**config.mk**
```make
export PLATFORM = sky130hd
export DESIGN_NAME = clk_pwr_ctrl
export DESIGN_NICKNAME = d
export VERILOG_FILES = /design/src/clk_pwr_pkg.sv /design/src/osc_settle.sv /design/src/sys_tick_divider.sv /design/src/clk_pwr_ctrl.sv
export SDC_FILE = /design/constraint.sdc
export NUM_CORES = 1
export LEC_CHECK = 0
export BUFFER_PORTS_ARGS = -buffer_cell sky130_fd_sc_hd__buf_4
export CELL_PAD_IN_SITES_DETAIL_PLACEMENT = 1
export CELL_PAD_IN_SITES_GLOBAL_PLACEMENT = 2
export CORE_MARGIN = 5
export CORE_UTILIZATION = 31
export CTS_BUF_LIST = sky130_fd_sc_hd__clkbuf_4 sky130_fd_sc_hd__clkbuf_8 sky130_fd_sc_hd__clkbuf_16
export DETAILED_ROUTE_END_ITERATION = 16
export GPL_TIMING_DRIVEN = 1
export PLACE_DENSITY_LB_ADDON = 0.1
export SLEW_MARGIN = 20
export SYNTH_ARGS = -nofsm -noshare
export SYNTH_HDL_FRONTEND = slang
export SYNTH_SLANG_ARGS = --single-unit
```
**constraint.sdc**
```tcl
create_clock -name clk_sys -period 3.3 [get_ports clk_sys]
set_input_delay 0.66 -clock clk_sys [delete_from_list [all_inputs] [get_ports clk_sys]]
set_output_delay 0.66 -clock clk_sys [all_outputs]
set_load 0.02 [all_outputs]
```
**src/clk_pwr_pkg.sv**
```systemverilog
// Shared constants for the system clock and power mode controller.
// Assumes one 25 MHz clock; oscillators appear as synchronous tick inputs.
`default_nettype none

package clk_pwr_pkg;

	// ----------------------------------------
	// Register byte offsets
	// ----------------------------------------
	localparam logic [7:0] SYS_CTRL_OFF  = 8'h00;
	localparam logic [7:0] FRC_CTRL_OFF  = 8'h04;
	localparam logic [7:0] XTAL_CTRL_OFF = 8'h08;
	localparam logic [7:0] WDOG_CTRL_OFF = 8'h0C;
	localparam logic [7:0] MODE_STAT_OFF = 8'h10;

	// ----------------------------------------
	// Field positions
	// ----------------------------------------
	localparam int SEL_LSB      = 5;
	localparam int HSRC_BIT     = 3;
	localparam int LSRC_BIT     = 2;
	localparam int HKEEP_BIT    = 1;
	localparam int LKEEP_BIT    = 0;
	localparam int FRC_FREQ_LSB = 2;
	localparam int FLAG_BIT     = 1;
	localparam int EN_BIT       = 0;

	// ----------------------------------------
	// Reset values and codes
	// ----------------------------------------
	localparam logic [7:0] SYS_CTRL_RST = 8'h00;
	localparam logic [1:0] FRC_FREQ_RST = 2'h0;
	localparam logic       FRC_EN_RST   = 1'b1;
	localparam logic       XTAL_EN_RST  = 1'b0;
	localparam logic       WDOG_EN_RST  = 1'b0;
	localparam logic [2:0] SEL_SUB      = 3'h7;
	localparam logic [1:0] FREQ_8M      = 2'h0;
	localparam logic [1:0] FREQ_12M     = 2'h1;
	localparam logic [1:0] FREQ_16M     = 2'h2;
	localparam logic [1:0] FREQ_8M_ALT  = 2'h3;
	localparam logic [1:0] RESP_OKAY    = 2'h0;
	localparam logic [1:0] RESP_SLVERR  = 2'h2;

	// ----------------------------------------
	// Settling counts, in oscillator ticks
	// ----------------------------------------
	localparam logic [9:0] FRC_SETTLE_TICKS  = 10'h020;
	localparam logic [9:0] XTAL_SETTLE_TICKS = 10'h100;

	typedef enum logic [2:0] {
		MODE_FAST      = 3'b000,
		MODE_SLOW      = 3'b001,
		MODE_SLEEP     = 3'b010,
		MODE_IDLE_LOW  = 3'b011,
		MODE_IDLE_BOTH = 3'b100,
		MODE_IDLE_HIGH = 3'b101
	} mode_e;

endpackage

`default_nettype wire

```
**src/osc_settle.sv**
```systemverilog
// Stability flag for one oscillator, counted in its own ticks.
// Assumes tick only pulses while the oscillator is commanded to run.
`timescale 1ns/1ns
`default_nettype none

module osc_settle #(
	parameter logic [9:0] SETTLE = 10'h010
) (
	input  wire logic clk_sys,
	input  wire logic srst,
	input  wire logic ce,
	input  wire logic run,
	input  wire logic restart,
	input  wire logic tick,
	output var  logic stable_q
);

	logic [9:0] cnt_q;

	always_ff @(posedge clk_sys) begin
		if (srst) begin
			cnt_q    <= 10'h000;
			stable_q <= 1'b0;
		end else if (ce) begin
			if (!run || restart) begin
				cnt_q    <= 10'h000;
				stable_q <= 1'b0;
			end else if (tick && !stable_q) begin
				cnt_q    <= cnt_q + 10'h001;
				stable_q <= (cnt_q == SETTLE - 10'h001);
			end
		end
	end
endmodule

`default_nettype wire

```
**src/sys_tick_divider.sv**
```systemverilog
// Divides the high-speed tick stream and picks it or the sub clock.
// Assumes ticks are one-cycle pulses; a new selection waits for a period end unless the current source is dead.
`timescale 1ns/1ns
`default_nettype none

module sys_tick_divider (
	input  wire logic       clk_sys,
	input  wire logic       srst,
	input  wire logic       ce,
	input  wire logic       high_tick,
	input  wire logic       sub_tick,
	input  wire logic       high_live,
	input  wire logic       sub_live,
	input  wire logic [2:0] sel,
	output var  logic       sys_tick,
	output var  logic [2:0] active_sel_q
);

	logic [5:0] cnt_q;
	logic [5:0] mask;
	logic       sub_act;
	logic       boundary;

	always_comb begin
		sub_act  = (active_sel_q == clk_pwr_pkg::SEL_SUB);
		mask     = 6'((7'h01 << active_sel_q) - 7'h01);
		sys_tick = sub_act ? sub_tick : (high_tick && cnt_q == mask);
		// A dead source would never reach a period end, so it may be left at once
		boundary = sys_tick || (sub_act ? !sub_live : !high_live);
	end

	always_ff @(posedge clk_sys) begin
		if (srst) begin
			cnt_q        <= 6'h00;
			active_sel_q <= 3'h0;
		end else if (ce) begin
			if (boundary && sel != active_sel_q) begin
				active_sel_q <= sel;
				cnt_q        <= 6'h00;
			end else if (high_tick && !sub_act) begin
				cnt_q <= (cnt_q == mask) ? 6'h00 : cnt_q + 6'h01;
			end
		end
	end
endmodule

`default_nettype wire

```
**src/clk_pwr_ctrl.sv**
```systemverilog
// System clock selection and power operating modes, AXI4-Lite registers.
// Assumes oscillator ticks and CPU halt/wake pulses are synchronous to clk_sys.
//
// How it works
// - Select system clock source from sys_clk_select.
// - Codes 000-110 divide high clock 1..64.
// - Code 111 runs from sub clock.
// - High clock from crystal or fast RC.
// - Sub clock only from slow RC.
// - In slow mode high oscillator follows enable.
// - Two run modes, four halted modes.
// - Halt, both keeps low: sleep.
// - Sleep keeps slow RC only for watchdog.
// - Halt, low keep only: idle_low_only.
// - Halt, both keeps: idle_both.
// - Halt, high keep only: idle_high_only.
// - Frequency code 00/01/10/11: 8/12/16/8 MHz.
// - high_src_select 0 fast RC, 1 crystal.
// - Stable flag cleared on enable or change.
`timescale 1ns/1ns
`default_nettype none

module clk_pwr_ctrl (
	input  wire logic        clk_sys,
	input  wire logic        srst,
	input  wire logic        ce,
	input  wire logic        s_axi_awvalid,
	output var  logic        s_axi_awready,
	input  wire logic [7:0]  s_axi_awaddr,
	input  wire logic        s_axi_wvalid,
	output var  logic        s_axi_wready,
	input  wire logic [31:0] s_axi_wdata,
	input  wire logic [3:0]  s_axi_wstrb,
	output var  logic        s_axi_bvalid,
	input  wire logic        s_axi_bready,
	output var  logic [1:0]  s_axi_bresp,
	input  wire logic        s_axi_arvalid,
	output var  logic        s_axi_arready,
	input  wire logic [7:0]  s_axi_araddr,
	output var  logic        s_axi_rvalid,
	input  wire logic        s_axi_rready,
	output var  logic [31:0] s_axi_rdata,
	output var  logic [1:0]  s_axi_rresp,
	input  wire logic        halt_req,
	input  wire logic        wake_req,
	input  wire logic        fast_rc_tick,
	input  wire logic        crystal_tick,
	input  wire logic        slow_rc_tick,
	output var  logic        fast_rc_run_q,
	output var  logic        crystal_run_q,
	output var  logic        slow_rc_run_q,
	output var  logic [1:0]  fast_rc_trim_q,
	output var  logic        cpu_clk_en_q,
	output var  logic        periph_clk_en_q,
	output var  logic [2:0]  op_mode_q
);

	// ----------------------------------------
	// State
	// ----------------------------------------
	clk_pwr_pkg::mode_e mode_q;
	logic [7:0]  sys_ctrl_q;
	logic [1:0]  frc_freq_q;
	logic        frc_en_q;
	logic        xtal_en_q;
	logic        wd_en_q;
	logic        frc_restart;
	logic        frc_stable;
	logic        xtal_stable;
	logic        high_src;
	logic        high_live;
	logic        high_tick;
	logic        sub_tick;
	logic        sys_tick;
	logic [2:0]  active_sel;
	logic        run_mode;
	logic        high_keep_mode;
	logic        aw_held_q;
	logic        w_held_q;
	logic [7:0]  aw_addr_q;
	logic [7:0]  w_byte_q;
	logic        w_lane_q;
	logic        do_write;
	logic [31:0] rd_data;
	logic        rd_hit;

	// ----------------------------------------
	// Clock sources
	// ----------------------------------------
	always_comb begin
		high_src       = sys_ctrl_q[clk_pwr_pkg::HSRC_BIT];
		high_live      = high_src ? xtal_stable : frc_stable;
		// Unsettled oscillators are held back so the divider never sees a bad edge
		high_tick      = high_src ? (crystal_tick && xtal_stable) : (fast_rc_tick && frc_stable);
		sub_tick       = slow_rc_tick && slow_rc_run_q;
		run_mode       = (mode_q == clk_pwr_pkg::MODE_FAST) || (mode_q == clk_pwr_pkg::MODE_SLOW);
		high_keep_mode = (mode_q == clk_pwr_pkg::MODE_IDLE_BOTH) || (mode_q == clk_pwr_pkg::MODE_IDLE_HIGH);
	end

	osc_settle #(
		.SETTLE (clk_pwr_pkg::FRC_SETTLE_TICKS)
	) u_frc_settle (
		.clk_sys  (clk_sys),
		.srst     (srst),
		.ce       (ce),
		.run      (fast_rc_run_q),
		.restart  (frc_restart),
		.tick     (fast_rc_tick),
		.stable_q (frc_stable)
	);

	osc_settle #(
		.SETTLE (clk_pwr_pkg::XTAL_SETTLE_TICKS)
	) u_xtal_settle (
		.clk_sys  (clk_sys),
		.srst     (srst),
		.ce       (ce),
		.run      (crystal_run_q),
		.restart  (1'b0),
		.tick     (crystal_tick),
		.stable_q (xtal_stable)
	);

	sys_tick_divider u_div (
		.clk_sys      (clk_sys),
		.srst         (srst),
		.ce           (ce),
		.high_tick    (high_tick),
		.sub_tick     (sub_tick),
		.high_live    (high_live),
		.sub_live     (slow_rc_run_q),
		.sel          (sys_ctrl_q[clk_pwr_pkg::SEL_LSB +: 3]),
		.sys_tick     (sys_tick),
		.active_sel_q (active_sel)
	);

	// ----------------------------------------
	// Oscillator run enables
	// ----------------------------------------
	always_ff @(posedge clk_sys) begin
		if (srst) begin
			fast_rc_run_q <= 1'b0;
			crystal_run_q <= 1'b0;
			slow_rc_run_q <= 1'b0;
		end else if (ce) begin
			// Selected source is forced on in fast and high-keep idle modes; in those and slow mode enables rule, sleep and low idle stop it
			fast_rc_run_q <= (frc_en_q && (run_mode || high_keep_mode))
				|| (!high_src && (mode_q == clk_pwr_pkg::MODE_FAST || high_keep_mode));
			crystal_run_q <= (xtal_en_q && (run_mode || high_keep_mode))
				|| (high_src && (mode_q == clk_pwr_pkg::MODE_FAST || high_keep_mode));
			slow_rc_run_q <= run_mode || (mode_q == clk_pwr_pkg::MODE_IDLE_LOW)
				|| (mode_q == clk_pwr_pkg::MODE_IDLE_BOTH)
				|| (mode_q == clk_pwr_pkg::MODE_SLEEP && wd_en_q);
		end
	end

	always_ff @(posedge clk_sys) begin
		if (srst) begin
			fast_rc_trim_q <= clk_pwr_pkg::FREQ_8M;
		end else if (ce) begin
			case (frc_freq_q)
				clk_pwr_pkg::FREQ_12M:    fast_rc_trim_q <= clk_pwr_pkg::FREQ_12M;
				clk_pwr_pkg::FREQ_16M:    fast_rc_trim_q <= clk_pwr_pkg::FREQ_16M;
				clk_pwr_pkg::FREQ_8M_ALT: fast_rc_trim_q <= clk_pwr_pkg::FREQ_8M;
				default:                  fast_rc_trim_q <= clk_pwr_pkg::FREQ_8M;
			endcase
		end
	end

	// ----------------------------------------
	// Operating mode
	// ----------------------------------------
	always_ff @(posedge clk_sys) begin
		if (srst) begin
			mode_q <= clk_pwr_pkg::MODE_FAST;
		end else if (ce) begin
			case (mode_q)
				clk_pwr_pkg::MODE_FAST,
				clk_pwr_pkg::MODE_SLOW: begin
					if (halt_req) begin
						case ({sys_ctrl_q[clk_pwr_pkg::HKEEP_BIT], sys_ctrl_q[clk_pwr_pkg::LKEEP_BIT]})
							2'b00:   mode_q <= clk_pwr_pkg::MODE_SLEEP;
							2'b01:   mode_q <= clk_pwr_pkg::MODE_IDLE_LOW;
							2'b11:   mode_q <= clk_pwr_pkg::MODE_IDLE_BOTH;
							default: mode_q <= clk_pwr_pkg::MODE_IDLE_HIGH;
						endcase
					end else begin
						mode_q <= (active_sel == clk_pwr_pkg::SEL_SUB) ? clk_pwr_pkg::MODE_SLOW
							: clk_pwr_pkg::MODE_FAST;
					end
				end
				clk_pwr_pkg::MODE_SLEEP,
				clk_pwr_pkg::MODE_IDLE_LOW,
				clk_pwr_pkg::MODE_IDLE_BOTH,
				clk_pwr_pkg::MODE_IDLE_HIGH: begin
					if (wake_req) begin
						mode_q <= (active_sel == clk_pwr_pkg::SEL_SUB) ? clk_pwr_pkg::MODE_SLOW
							: clk_pwr_pkg::MODE_FAST;
					end
				end
				default: mode_q <= clk_pwr_pkg::MODE_FAST;
			endcase
		end
	end

	always_ff @(posedge clk_sys) begin
		if (srst) begin
			cpu_clk_en_q    <= 1'b0;
			periph_clk_en_q <= 1'b0;
			op_mode_q       <= 3'h0;
		end else if (ce) begin
			op_mode_q       <= mode_q;
			cpu_clk_en_q    <= sys_tick && run_mode;
			periph_clk_en_q <= sys_tick && (run_mode || mode_q == clk_pwr_pkg::MODE_IDLE_BOTH
				|| (mode_q == clk_pwr_pkg::MODE_IDLE_LOW && active_sel == clk_pwr_pkg::SEL_SUB)
				|| (mode_q == clk_pwr_pkg::MODE_IDLE_HIGH && active_sel != clk_pwr_pkg::SEL_SUB));
		end
	end

	// ----------------------------------------
	// AXI4-Lite slave
	// ----------------------------------------
	always_comb begin
		do_write    = aw_held_q && w_held_q && !s_axi_bvalid;
		frc_restart = do_write && w_lane_q && aw_addr_q == clk_pwr_pkg::FRC_CTRL_OFF
			&& w_byte_q[clk_pwr_pkg::FRC_FREQ_LSB +: 2] != frc_freq_q;
		rd_hit  = 1'b1;
		rd_data = 32'h0000_0000;
		case (s_axi_araddr)
			clk_pwr_pkg::SYS_CTRL_OFF:  rd_data[7:0] = sys_ctrl_q;
			clk_pwr_pkg::FRC_CTRL_OFF:  rd_data[3:0] = {frc_freq_q, frc_stable, frc_en_q};
			clk_pwr_pkg::XTAL_CTRL_OFF: rd_data[1:0] = {xtal_stable, xtal_en_q};
			clk_pwr_pkg::WDOG_CTRL_OFF: rd_data[0]   = wd_en_q;
			clk_pwr_pkg::MODE_STAT_OFF: rd_data[5:0] = {active_sel, mode_q};
			default:                    rd_hit       = 1'b0;
		endcase
	end

	always_ff @(posedge clk_sys) begin
		if (srst) begin
			s_axi_awready <= 1'b1;
			s_axi_wready  <= 1'b1;
			s_axi_bvalid  <= 1'b0;
			s_axi_bresp   <= clk_pwr_pkg::RESP_OKAY;
			aw_held_q     <= 1'b0;
			w_held_q      <= 1'b0;
			aw_addr_q     <= 8'h00;
			w_byte_q      <= 8'h00;
			w_lane_q      <= 1'b0;
		end else if (ce) begin
			if (s_axi_awvalid && s_axi_awready) begin
				aw_held_q     <= 1'b1;
				aw_addr_q     <= s_axi_awaddr;
				s_axi_awready <= 1'b0;
			end
			if (s_axi_wvalid && s_axi_wready) begin
				w_held_q     <= 1'b1;
				w_byte_q     <= s_axi_wdata[7:0];
				w_lane_q     <= s_axi_wstrb[0];
				s_axi_wready <= 1'b0;
			end
			if (do_write) begin
				s_axi_bvalid <= 1'b1;
				s_axi_bresp  <= (aw_addr_q == clk_pwr_pkg::SYS_CTRL_OFF || aw_addr_q == clk_pwr_pkg::FRC_CTRL_OFF
					|| aw_addr_q == clk_pwr_pkg::XTAL_CTRL_OFF || aw_addr_q == clk_pwr_pkg::WDOG_CTRL_OFF
					|| aw_addr_q == clk_pwr_pkg::MODE_STAT_OFF) ? clk_pwr_pkg::RESP_OKAY : clk_pwr_pkg::RESP_SLVERR;
			end
			if (s_axi_bvalid && s_axi_bready) begin
				s_axi_bvalid  <= 1'b0;
				aw_held_q     <= 1'b0;
				w_held_q      <= 1'b0;
				s_axi_awready <= 1'b1;
				s_axi_wready  <= 1'b1;
			end
		end
	end

	always_ff @(posedge clk_sys) begin
		if (srst) begin
			s_axi_arready <= 1'b1;
			s_axi_rvalid  <= 1'b0;
			s_axi_rdata   <= 32'h0000_0000;
			s_axi_rresp   <= clk_pwr_pkg::RESP_OKAY;
		end else if (ce) begin
			if (s_axi_arvalid && s_axi_arready) begin
				s_axi_arready <= 1'b0;
				s_axi_rvalid  <= 1'b1;
				s_axi_rdata   <= rd_data;
				s_axi_rresp   <= rd_hit ? clk_pwr_pkg::RESP_OKAY : clk_pwr_pkg::RESP_SLVERR;
			end else if (s_axi_rvalid && s_axi_rready) begin
				s_axi_rvalid  <= 1'b0;
				s_axi_arready <= 1'b1;
			end
		end
	end

	always_ff @(posedge clk_sys) begin
		if (srst) begin
			sys_ctrl_q <= clk_pwr_pkg::SYS_CTRL_RST;
			frc_freq_q <= clk_pwr_pkg::FRC_FREQ_RST;
			frc_en_q   <= clk_pwr_pkg::FRC_EN_RST;
			xtal_en_q  <= clk_pwr_pkg::XTAL_EN_RST;
			wd_en_q    <= clk_pwr_pkg::WDOG_EN_RST;
		end else if (ce && do_write && w_lane_q) begin
			case (aw_addr_q)
				// Bit 4 unimplemented; low-source select has only one legal value
				clk_pwr_pkg::SYS_CTRL_OFF:  sys_ctrl_q <= {w_byte_q[7:5], 1'b0, w_byte_q[3], 1'b0, w_byte_q[1:0]};
				clk_pwr_pkg::FRC_CTRL_OFF: begin
					frc_freq_q <= w_byte_q[clk_pwr_pkg::FRC_FREQ_LSB +: 2];
					frc_en_q   <= w_byte_q[clk_pwr_pkg::EN_BIT];
				end
				clk_pwr_pkg::XTAL_CTRL_OFF: xtal_en_q <= w_byte_q[clk_pwr_pkg::EN_BIT];
				clk_pwr_pkg::WDOG_CTRL_OFF: wd_en_q   <= w_byte_q[clk_pwr_pkg::EN_BIT];
				default: ;
			endcase
		end
	end
endmodule

`default_nettype wire

```
# After elaboration in Yosys (flattened, before gate mapping)
# Index checks and enable logic that the tools add are counted.
# op_classes
n_shift,1
n_mux,43
addsub,4
reduce_logical,85
n_eq_ne,26
# ops
operator,n
$mux 10,4
$reduce_and 2->1,17
$eq 8x4->1 const B,4
$logic_and 1x1->1,29
$mux 1,24
$add 10x1->10 const B,2
$logic_or 1x1->1,18
$mux 6,3
$eq 8x3->1 const B,2
$eq 8x5->1 const B,2
$logic_not 8->1,2
$reduce_bool 2->1,6
$eq 10x5->1 const B,1
$eq 10x8->1 const B,1
$eq 3x3->1 const B,3
$pmux 3 s3,1
$logic_not 1->1,8
$pmux 2 s2,2
$add 6x1->6 const B,1
$eq 3x2->1 const B,2
$eq 6x6->1,1
$mux 2,3
$mux 3,2
$pmux 2 s3,1
18 further kinds,20
# totals
out_inout_bits,51
elab_cells,191
in_bits,65
register_bits,91

# Logic depth before layout (Yosys ltp)
# Gate-level depths: netlist (run 1).
# logic_depth
word_depth,9
depth_mapped,10
mapped_depth_nobuf,9

# Modules after synthesis
# A second synthesis (run 1) with hierarchy kept.
# hier_totals
hier_cells,562
area_unflattened_um2,4824.6
# by_module_without_submodules
module,seq_area_each_um2,area_each_um2,instances,cells_per_inst
clk_pwr_ctrl,1141.1,2770.2,1,335
sys_tick_divider,180.2,913.4,1,102
osc_settle at u_frc_settle,220.2,623.1,1,66
osc_settle at u_xtal_settle,220.2,518.0,1,59

# Worst setup path after synthesis (run 1)
# No wires, ideal clock.
# synth_timing
path_type,register -> register
start,reg u_div.active_sel_q[2]
end,reg u_div.active_sel_q[2]
period_less_slack_ns,3.001
required_time_ns,3.238
path_stages_with_launch,10
setup_ns,0.062
slack_ns,0.299
n_path_buf,1
t_arrival_ns,2.939
cell_sequence,dfxtp_1 > clkbuf_1 > or3_1 > ha_1 > xnor2_1 > or4_1 > a311o_1 > a211o_1 > or4b_1 > nand3_1
# synth_via
elab_chain_len,8
word_cells_on_any_way,11
cone_classes,1 x add/sub; 3 x eq/ne; 1 x shift; 2 x mux; 4 x reduce/logical
# synth_rtl
item,line_no,source
start: declaration,sys_tick_divider.sv:16,output var logic [2:0] active_sel_q
start signal: assignment,sys_tick_divider.sv:38,active_sel_q <= sel;
$shl 1x3->6,sys_tick_divider.sv:26,mask = 6'((7'h01 << active_sel_q) - 7'h01);
$sub 6x1->6,sys_tick_divider.sv:26,
$eq 6x6->1,sys_tick_divider.sv:27,sys_tick = sub_act ? sub_tick : (high_tick && cnt_q == mask);
$logic_and 1x1->1,sys_tick_divider.sv:27,
$mux 1,sys_tick_divider.sv:27,
$logic_or 1x1->1,sys_tick_divider.sv:29,boundary = sys_tick || (sub_act ? !sub_live : !high_live);
$logic_and 1x1->1 *,sys_tick_divider.sv:37,if (boundary && sel != active_sel_q) begin
$reduce_and 2->1 (no source line) *,--,
# Every way passes the cells marked *; elsewhere a longest branch is shown, timed or not.
# A chain may end at the register's enable or synchronous reset.

# Final worst setup path (run 1)
# layout_timing
start,reg u_div.active_sel_q[0]
end,reg u_div.active_sel_q[2]
# The elaborated chain is that of the path after synthesis.

==> results of run 1 <==
## final timing paths
path                         start                     to  slack [ns]  cells past startpoint
min reg2reg           aw_addr_q[1]           aw_addr_q[1]        0.46                      2
max reg2reg  u_div.active_sel_q[0]  u_div.active_sel_q[2]        0.28                      8
max          u_div.active_sel_q[0]  u_div.active_sel_q[2]        0.28                      8
min                   aw_addr_q[1]           aw_addr_q[1]        0.46                      2
## worst min-delay path, stage by stage (launching register included)
cell	delay [ns]
dfxtp_1	0.31
nand2_1	0.05
a21oi_1	0.05
## final cells by class
type,count,area (µm²)
multi-input cells,406,2444
inverters,11,41.29
repair buffers,69,518.0
clock inverters,4,53.80
flip-flops and latches,88,1762
clock buffers,12,254.0
well taps,180,225.2
fillers,1678,8691
## metal layers
| layer | vias to the layer above | share of wire, % |
|---|---|---|
| li1 | 1926 | - |
| met4 | 0 | 1.0 |
| met2 | 51 | 50 |
| met1 | 1880 | 45 |
| met3 | 7 | 3.8 |
| met5 | - | 0 |
## flip-flops by register name (all words and copies together) (netlist names), 2 cells and up
name                 count
u_frc_settle.cnt_q      10
u_div.cnt_q              6
s_axi_rdata              8
sys_ctrl_q               6
aw_addr_q                8
w_byte_q                 7
u_xtal_settle.cnt_q     10
frc_freq_q               2
op_mode_q                3
u_div.active_sel_q       3
mode_q                   3
fast_rc_trim_q           2
## kinds of logic (layout without fill, tap and decap cells)
kind of cell	Yosys count	in the layout	synth area share [%]
XOR/XNOR	27	27	5.324
buffers and inverters	61	96	7.436
other	1	26	0.08443
adder cells (fa/ha/maj)	11	11	3.099
multiplexers	20	20	4.591
flip-flops	88	88	39.66
AND/OR/NAND/NOR	218	218	23.55
AO/OA/AOI/OAI	104	104	16.25
## through the flow
step	setup slack (ns)	instances
after global routing	0.1177	770
after CTS	0.2728	770
final	0.2831	770
after detailed placement	0.2943	754
after floorplan	0.2988	555
after global placement	0.3501	754
## cell usage in the layout, fill, tap and decap left out, types with 5 or more instances in the layout
master,n
ha_1,11
conb_1,26
o21ai_0,13
nor4b_1,6
a21o_1,6
buf_4,69
nand3b_1,6
a31oi_1,5
nor2_1,65
a22oi_1,9
clkbuf_16,9
nand2b_1,6
xnor2_1,10
dfxtp_1,88
xor2_1,17
a21oi_1,33
mux2i_1,17
nor2b_1,11
nor3_1,10
and3_1,11
nand2_1,65
nand3_1,21
inv_1,11
## power groups by stage
stage	Sequential (µW)	Clock (µW)	Combinational, µW
2_1_floorplan	1130	0	141
3_3_place_gp	1130	0	200
3_5_place_dp	1130	0	203
4_1_cts	1100	1100	204
5_1_grt	1110	1140	224
6_report	1100	1060	201
==> results.json, run 1 <==
{
  "worst_pin_slew_ns": 0.7630,
  "synth_warnings": 0,
  "final_nets": 661,
  "fp.coreArea_um2": 13990,
  "ios": 116,
  "synth_commonest_cells": "88 x dfxtp_1, 65 x nand2_1, 65 x nor2_1",
  "drc": 0,
  "ant_nets": 0,
  "synth_top_cell_area_share_pct": 39.66,
  "post-cts-setup-buffer-count": 0,
  "met1_usage_pct": 18.14,
  "grt_pass1_wl_mm": 20.20,
  "synth_top_cell_by_area": "dfxtp_1",
  "switching_share_pct": 24.48,
  "post_drt_wl_per_cell_um": 15.64,
  "cpMaxStageDelayCell": "or4_1",
  "fin_skew_ns": 0.008146,
  "seq_area_frac_synth_pct": 39.66,
  "via_count": 3864,
  "root_buffer": "clkbuf_16",
  "use_met2_pct": 26.60,
  "layout-drive-gt1-share_pct": 15.93,
  "clkTransAtPathRegs_ns": 0.06,
  "grt_pass1_vias": 4046,
  "p_seq_share_pct": 46.7,
  "gp_congestion": 0.7443,
  "top_usage_layer": "met2",
  "required_ns": 3.59,
  "power_density_nw_per_um2": 445.6,
  "numPortBuffers": 61,
  "fp-row-count": 43,
  "arrival_ns": 3.31,
  "finalHoldViolCount": 0,
  "area_growth_pct": 19.27,
  "grt_usage_pct": 15.14,
  "clk_latency_ns": 0.35,
  "internal_power_uw": 1783,
  "setup_viol": 0,
  "relSlewSlack_pct": 49.13,
  "end_kind": "flip-flop",
  "outcome": "finished, final reports clean",
  "total_leakage_power_uw": 0.002220,
  "pwr-share-clk_pct": 44.8,
  "cts_hold_buf": 0,
  "path_cells": "or3_1 -> ha_1 -> xnor2_1 -> or4_1 -> a311o_1 -> a211o_1 -> or4b_1 -> nand3_1",
  "numCtsBuffers": 9,
  "synth-edff-count": 0,
  "vias_per_cell": 5.018,
  "netlist_area_um2": 4442,
  "worst-path-buf-inv": 0,
  "rsz0062_at_grt": "no",
  "start_kind": "flip-flop",
  "yosysMostFrequentCell": "dfxtp_1",
  "ir_drop_mv": 0.2557,
  "grt_max_degree": 74,
  "final_area_um2": 5298,
  "period_minus_slack_ns": 3.017,
  "max_freq_mhz": 331.5,
  "timing.hold.ws_ns": 0.4592,
  "hpwlAfterDp_mm": 9.020,
  "cp_max_fo": 6,
  "netlist_instances": 530,
  "synth_seq_cells": 88,
  "clock_sinks": 88,
  "syn_area_per_cell_um2": 8.381,
  "timing.final.crit_share_pct": 91.42,
  "synth.area.top_cells": "dfxtp_1 40%, nand2_1 5.5%, nor2_1 5.5%, buf_4 4.6%, mux2i_1 3.8%",
  "ys_types": 55,
  "comb_power_share_pct": 8.5,
  "antenna_found_initial": 0,
  "finish.utilization_pct": 37.87,
  "holdCritPathClass": "flip-flop to flip-flop",
  "clockBufferDepth": 2,
  "critPathKind": "flip-flop to flip-flop",
  "met3_usage_pct": 4.666,
  "cap_violations": 0,
  "critPathTopFamily": "simple AND/OR/NAND/NOR gates",
  "cts_resized": 0,
  "grt-ovfl-total": 0,
  "p_total_uw": 2361,
  "drt-pass1-iter-count": 6,
  "die_h_um": 129.7,
  "n_antenna_cell": 0,
  "synthArstFlopShare_pct": 0,
  "switchingPower_uw": 577.9,
  "drt_iter0_drc": 134,
  "routed_wl_mm": 12.04,
  "cts_tree": "yes",
  "fin_setup_tns_ns": 0,
  "initial_utilization_pct": 31.75,
  "ys.flop_type": "dfxtp_1",
  "htree_levels": 3,
  "dpl-instance-area_um2": 4990,
  "timing_max_transition_violations_final": 0,
  "die_area_um2": 16820,
  "die-width_um": 129.7,
  "cp_slowest_stage_delay_ns": 0.53
}
(Power assumes the default switching activity.)
==> inputs of run 2 (changes only) <==
Settings changed: CORE_UTILIZATION 31 to 28, REMOVE_ABC_BUFFERS set to 1.
Clock period 3.3 ns to 2.45 ns, I/O delays scaled along.
==> run 2 against run 1 <==
  * Global-route usage shrank 0.94 points
  * Via count grew 1.6%
  * First-iteration DRC count grew 26%
  * Clock skew grew 0.00071 ns
  * Setup slack lost 0.48 ns
  * Worst hold slack lost 0.069 ns
  * The flow now finishes with violations (setup timing)
  * Utilization shrank 1.7 points
  * Combinational power grew 43%
  * Cell area grew 7.2%
  * Final cell count grew 7.7%
==> results.json, run 2 (synthesis gave the netlist of run 1 again) <==
{
  "ios": 116,
  "path_cells": "or3_4 -> ha_4 -> xnor2_2 -> or4_4 -> a311o_1 -> a211o_1 -> or4b_1 -> nand3_1",
  "layoutNonFillerInstCount": 829,
  "violations": "setup timing",
  "ant_nets": 0,
  "reg_top3": "u_frc_settle.cnt_q: 10 flops, u_xtal_settle.cnt_q: 10 flops",
  "cap_violations": 0,
  "final_nets": 685,
  "timing.hold.ws_ns": 0.3905,
  "area_growth_pct": 27.83,
  "total_leakage_power_uw": 0.002382,
  "die_area_um2": 18480,
  "grt_max_degree": 36,
  "die-width_um": 136.0,
  "n_antenna_cell": 0,
  "vias_per_cell": 4.735,
  "cp_max_fo": 2,
  "grt_pass1_vias": 4018,
  "setup_viol": 5,
  "rsz0062_at_grt": "yes",
  "drc": 0,
  "finish.utilization_pct": 36.14,
  "worst_pin_slew_ns": 0.5241,
  "gp_congestion": 0.7540,
  "end_kind": "flip-flop",
  "grt_pass1_wl_mm": 20.97,
  "routed_wl_mm": 12.76,
  "cts_hold_buf": 0,
  "r2r_start": "u_div.active_sel_q[2]",
  "required_ns": 2.73,
  "timing_max_transition_violations_final": 0,
  "min_from": "s_axi_wdata[7]",
  "numCtsBuffers": 9,
  "arrival_ns": 2.93,
  "grt_usage_pct": 14.20,
  "drt-pass1-iter-count": 4,
  "numPortBuffers": 61,
  "power_density_nw_per_um2": 557.7,
  "cp_slowest_stage_delay_ns": 0.46,
  "cts_tree": "yes",
  "critPathKind": "flip-flop to flip-flop",
  "initial_utilization_pct": 28.27,
  "setup.worst_path.start": "u_div.active_sel_q[2]",
  "root_buffer": "clkbuf_16",
  "htree_levels": 3,
  "holdCritPathClass": "input pin to flip-flop",
  "clock_sinks": 88,
  "grt-ovfl-total": 0,
  "final_cell_mix": "90 x buf_4, 86 x dfxtp_1, 64 x nand2_1",
  "start_kind": "flip-flop",
  "cpMaxStageDelayCell": "or4b_1",
  "via_count": 3925,
  "ir_drop_mv": 0.3234,
  "clockBufferDepth": 2,
  "max_freq_mhz": 378.5,
  "multi_input_area_um2": 2594,
  "nFillCells": 1871,
  "fin_setup_tns_ns": -0.6361,
  "layout-drive-gt1-share_pct": 22.68,
  "drt_iter0_drc": 169,
  "dp_cells": 809,
  "finalHoldViolCount": 0,
  "critPathTopFamily": "simple AND/OR/NAND/NOR gates",
  "outcome": "finished with violations",
  "register_area_um2": 1764,
  "relSlewSlack_pct": 64.69,
  "fp.coreArea_um2": 15710,
  "die_h_um": 136.0,
  "worst_slack_ns": -0.1919,
  "worst-path-buf-inv": 0,
  "hpwlAfterDp_mm": 9.512,
  "final_area_um2": 5678,
  "final_common_cell": "buf_4",
  "fp-row-count": 46,
  "post_drt_wl_per_cell_um": 15.39,
  "fin_skew_ns": 0.008856,
  "timing.final.crit_share_pct": 107.8,
  "clk_latency_ns": 0.35,
  "clkTransAtPathRegs_ns": 0.07,
  "dpl-instance-area_um2": 5190,
  "antenna_found_initial": 0,
  "period_minus_slack_ns": 2.642
}
[run 2: cell type report]
class | count | area share, %
repair buffers | 93 | 12.65
flip-flops and latches | 88 | 31.07
well taps | 216 | 4.760
multi-input cells | 406 | 45.68
clock inverters | 5 | 1.014
inverters | 11 | 0.7272
clock buffers | 10 | 4.099
[run 2: routing by layer]
layer,routed length [µm],part of all wire (%),vias to the layer above,track usage [%]
met2,6276,49,69,24.00
met5,0,0,-,0
li1,-,-,1960,-
met4,217,1.7,0,4.423
met3,488,3.8,15,3.405
met1,5774,45,1881,17.90
[run 2: what timing repair did]
| action | in CTS | in global routing |
|---|---|---|
| setup buffers | 4 | 2 |
| resized for setup | 14 | 16 |
| setup endpoints to repair | 22 | 27 |
| pin swaps | 10 | 12 |
[run 2: power by group]
group / switching [µW] / internal, µW
logic: 178 / 110
clock network: 596 / 799
registers: 25.9 / 1460
[run 2: worst paths after layout]
kind,slack [ns],to,depth (start not counted)
max,-0.19,u_div.active_sel_q[2],8
min,0.39,w_byte_q[7],3
max reg2reg,-0.19,u_div.active_sel_q[2],8
min reg2reg,0.46,w_lane_q,2
[run 2: stage by stage]
| stage | total power, µW | setup WS (ns) |
|---|---|---|
| 3_3_place_gp | 1799 | -0.3360 |
| 4_1_cts | 3226 | -0.2512 |
| 2_1_floorplan | 1650 | -0.4501 |
| 6_report | 3167 | -0.1919 |
| 5_1_grt | 3309 | -0.2804 |
| 3_5_place_dp | 1803 | -0.3917 |
[run 2: worst min-delay path: stages]
cell     delay, ns
buf_4         0.11
nand2_1       0.05
a21oi_1       0.05
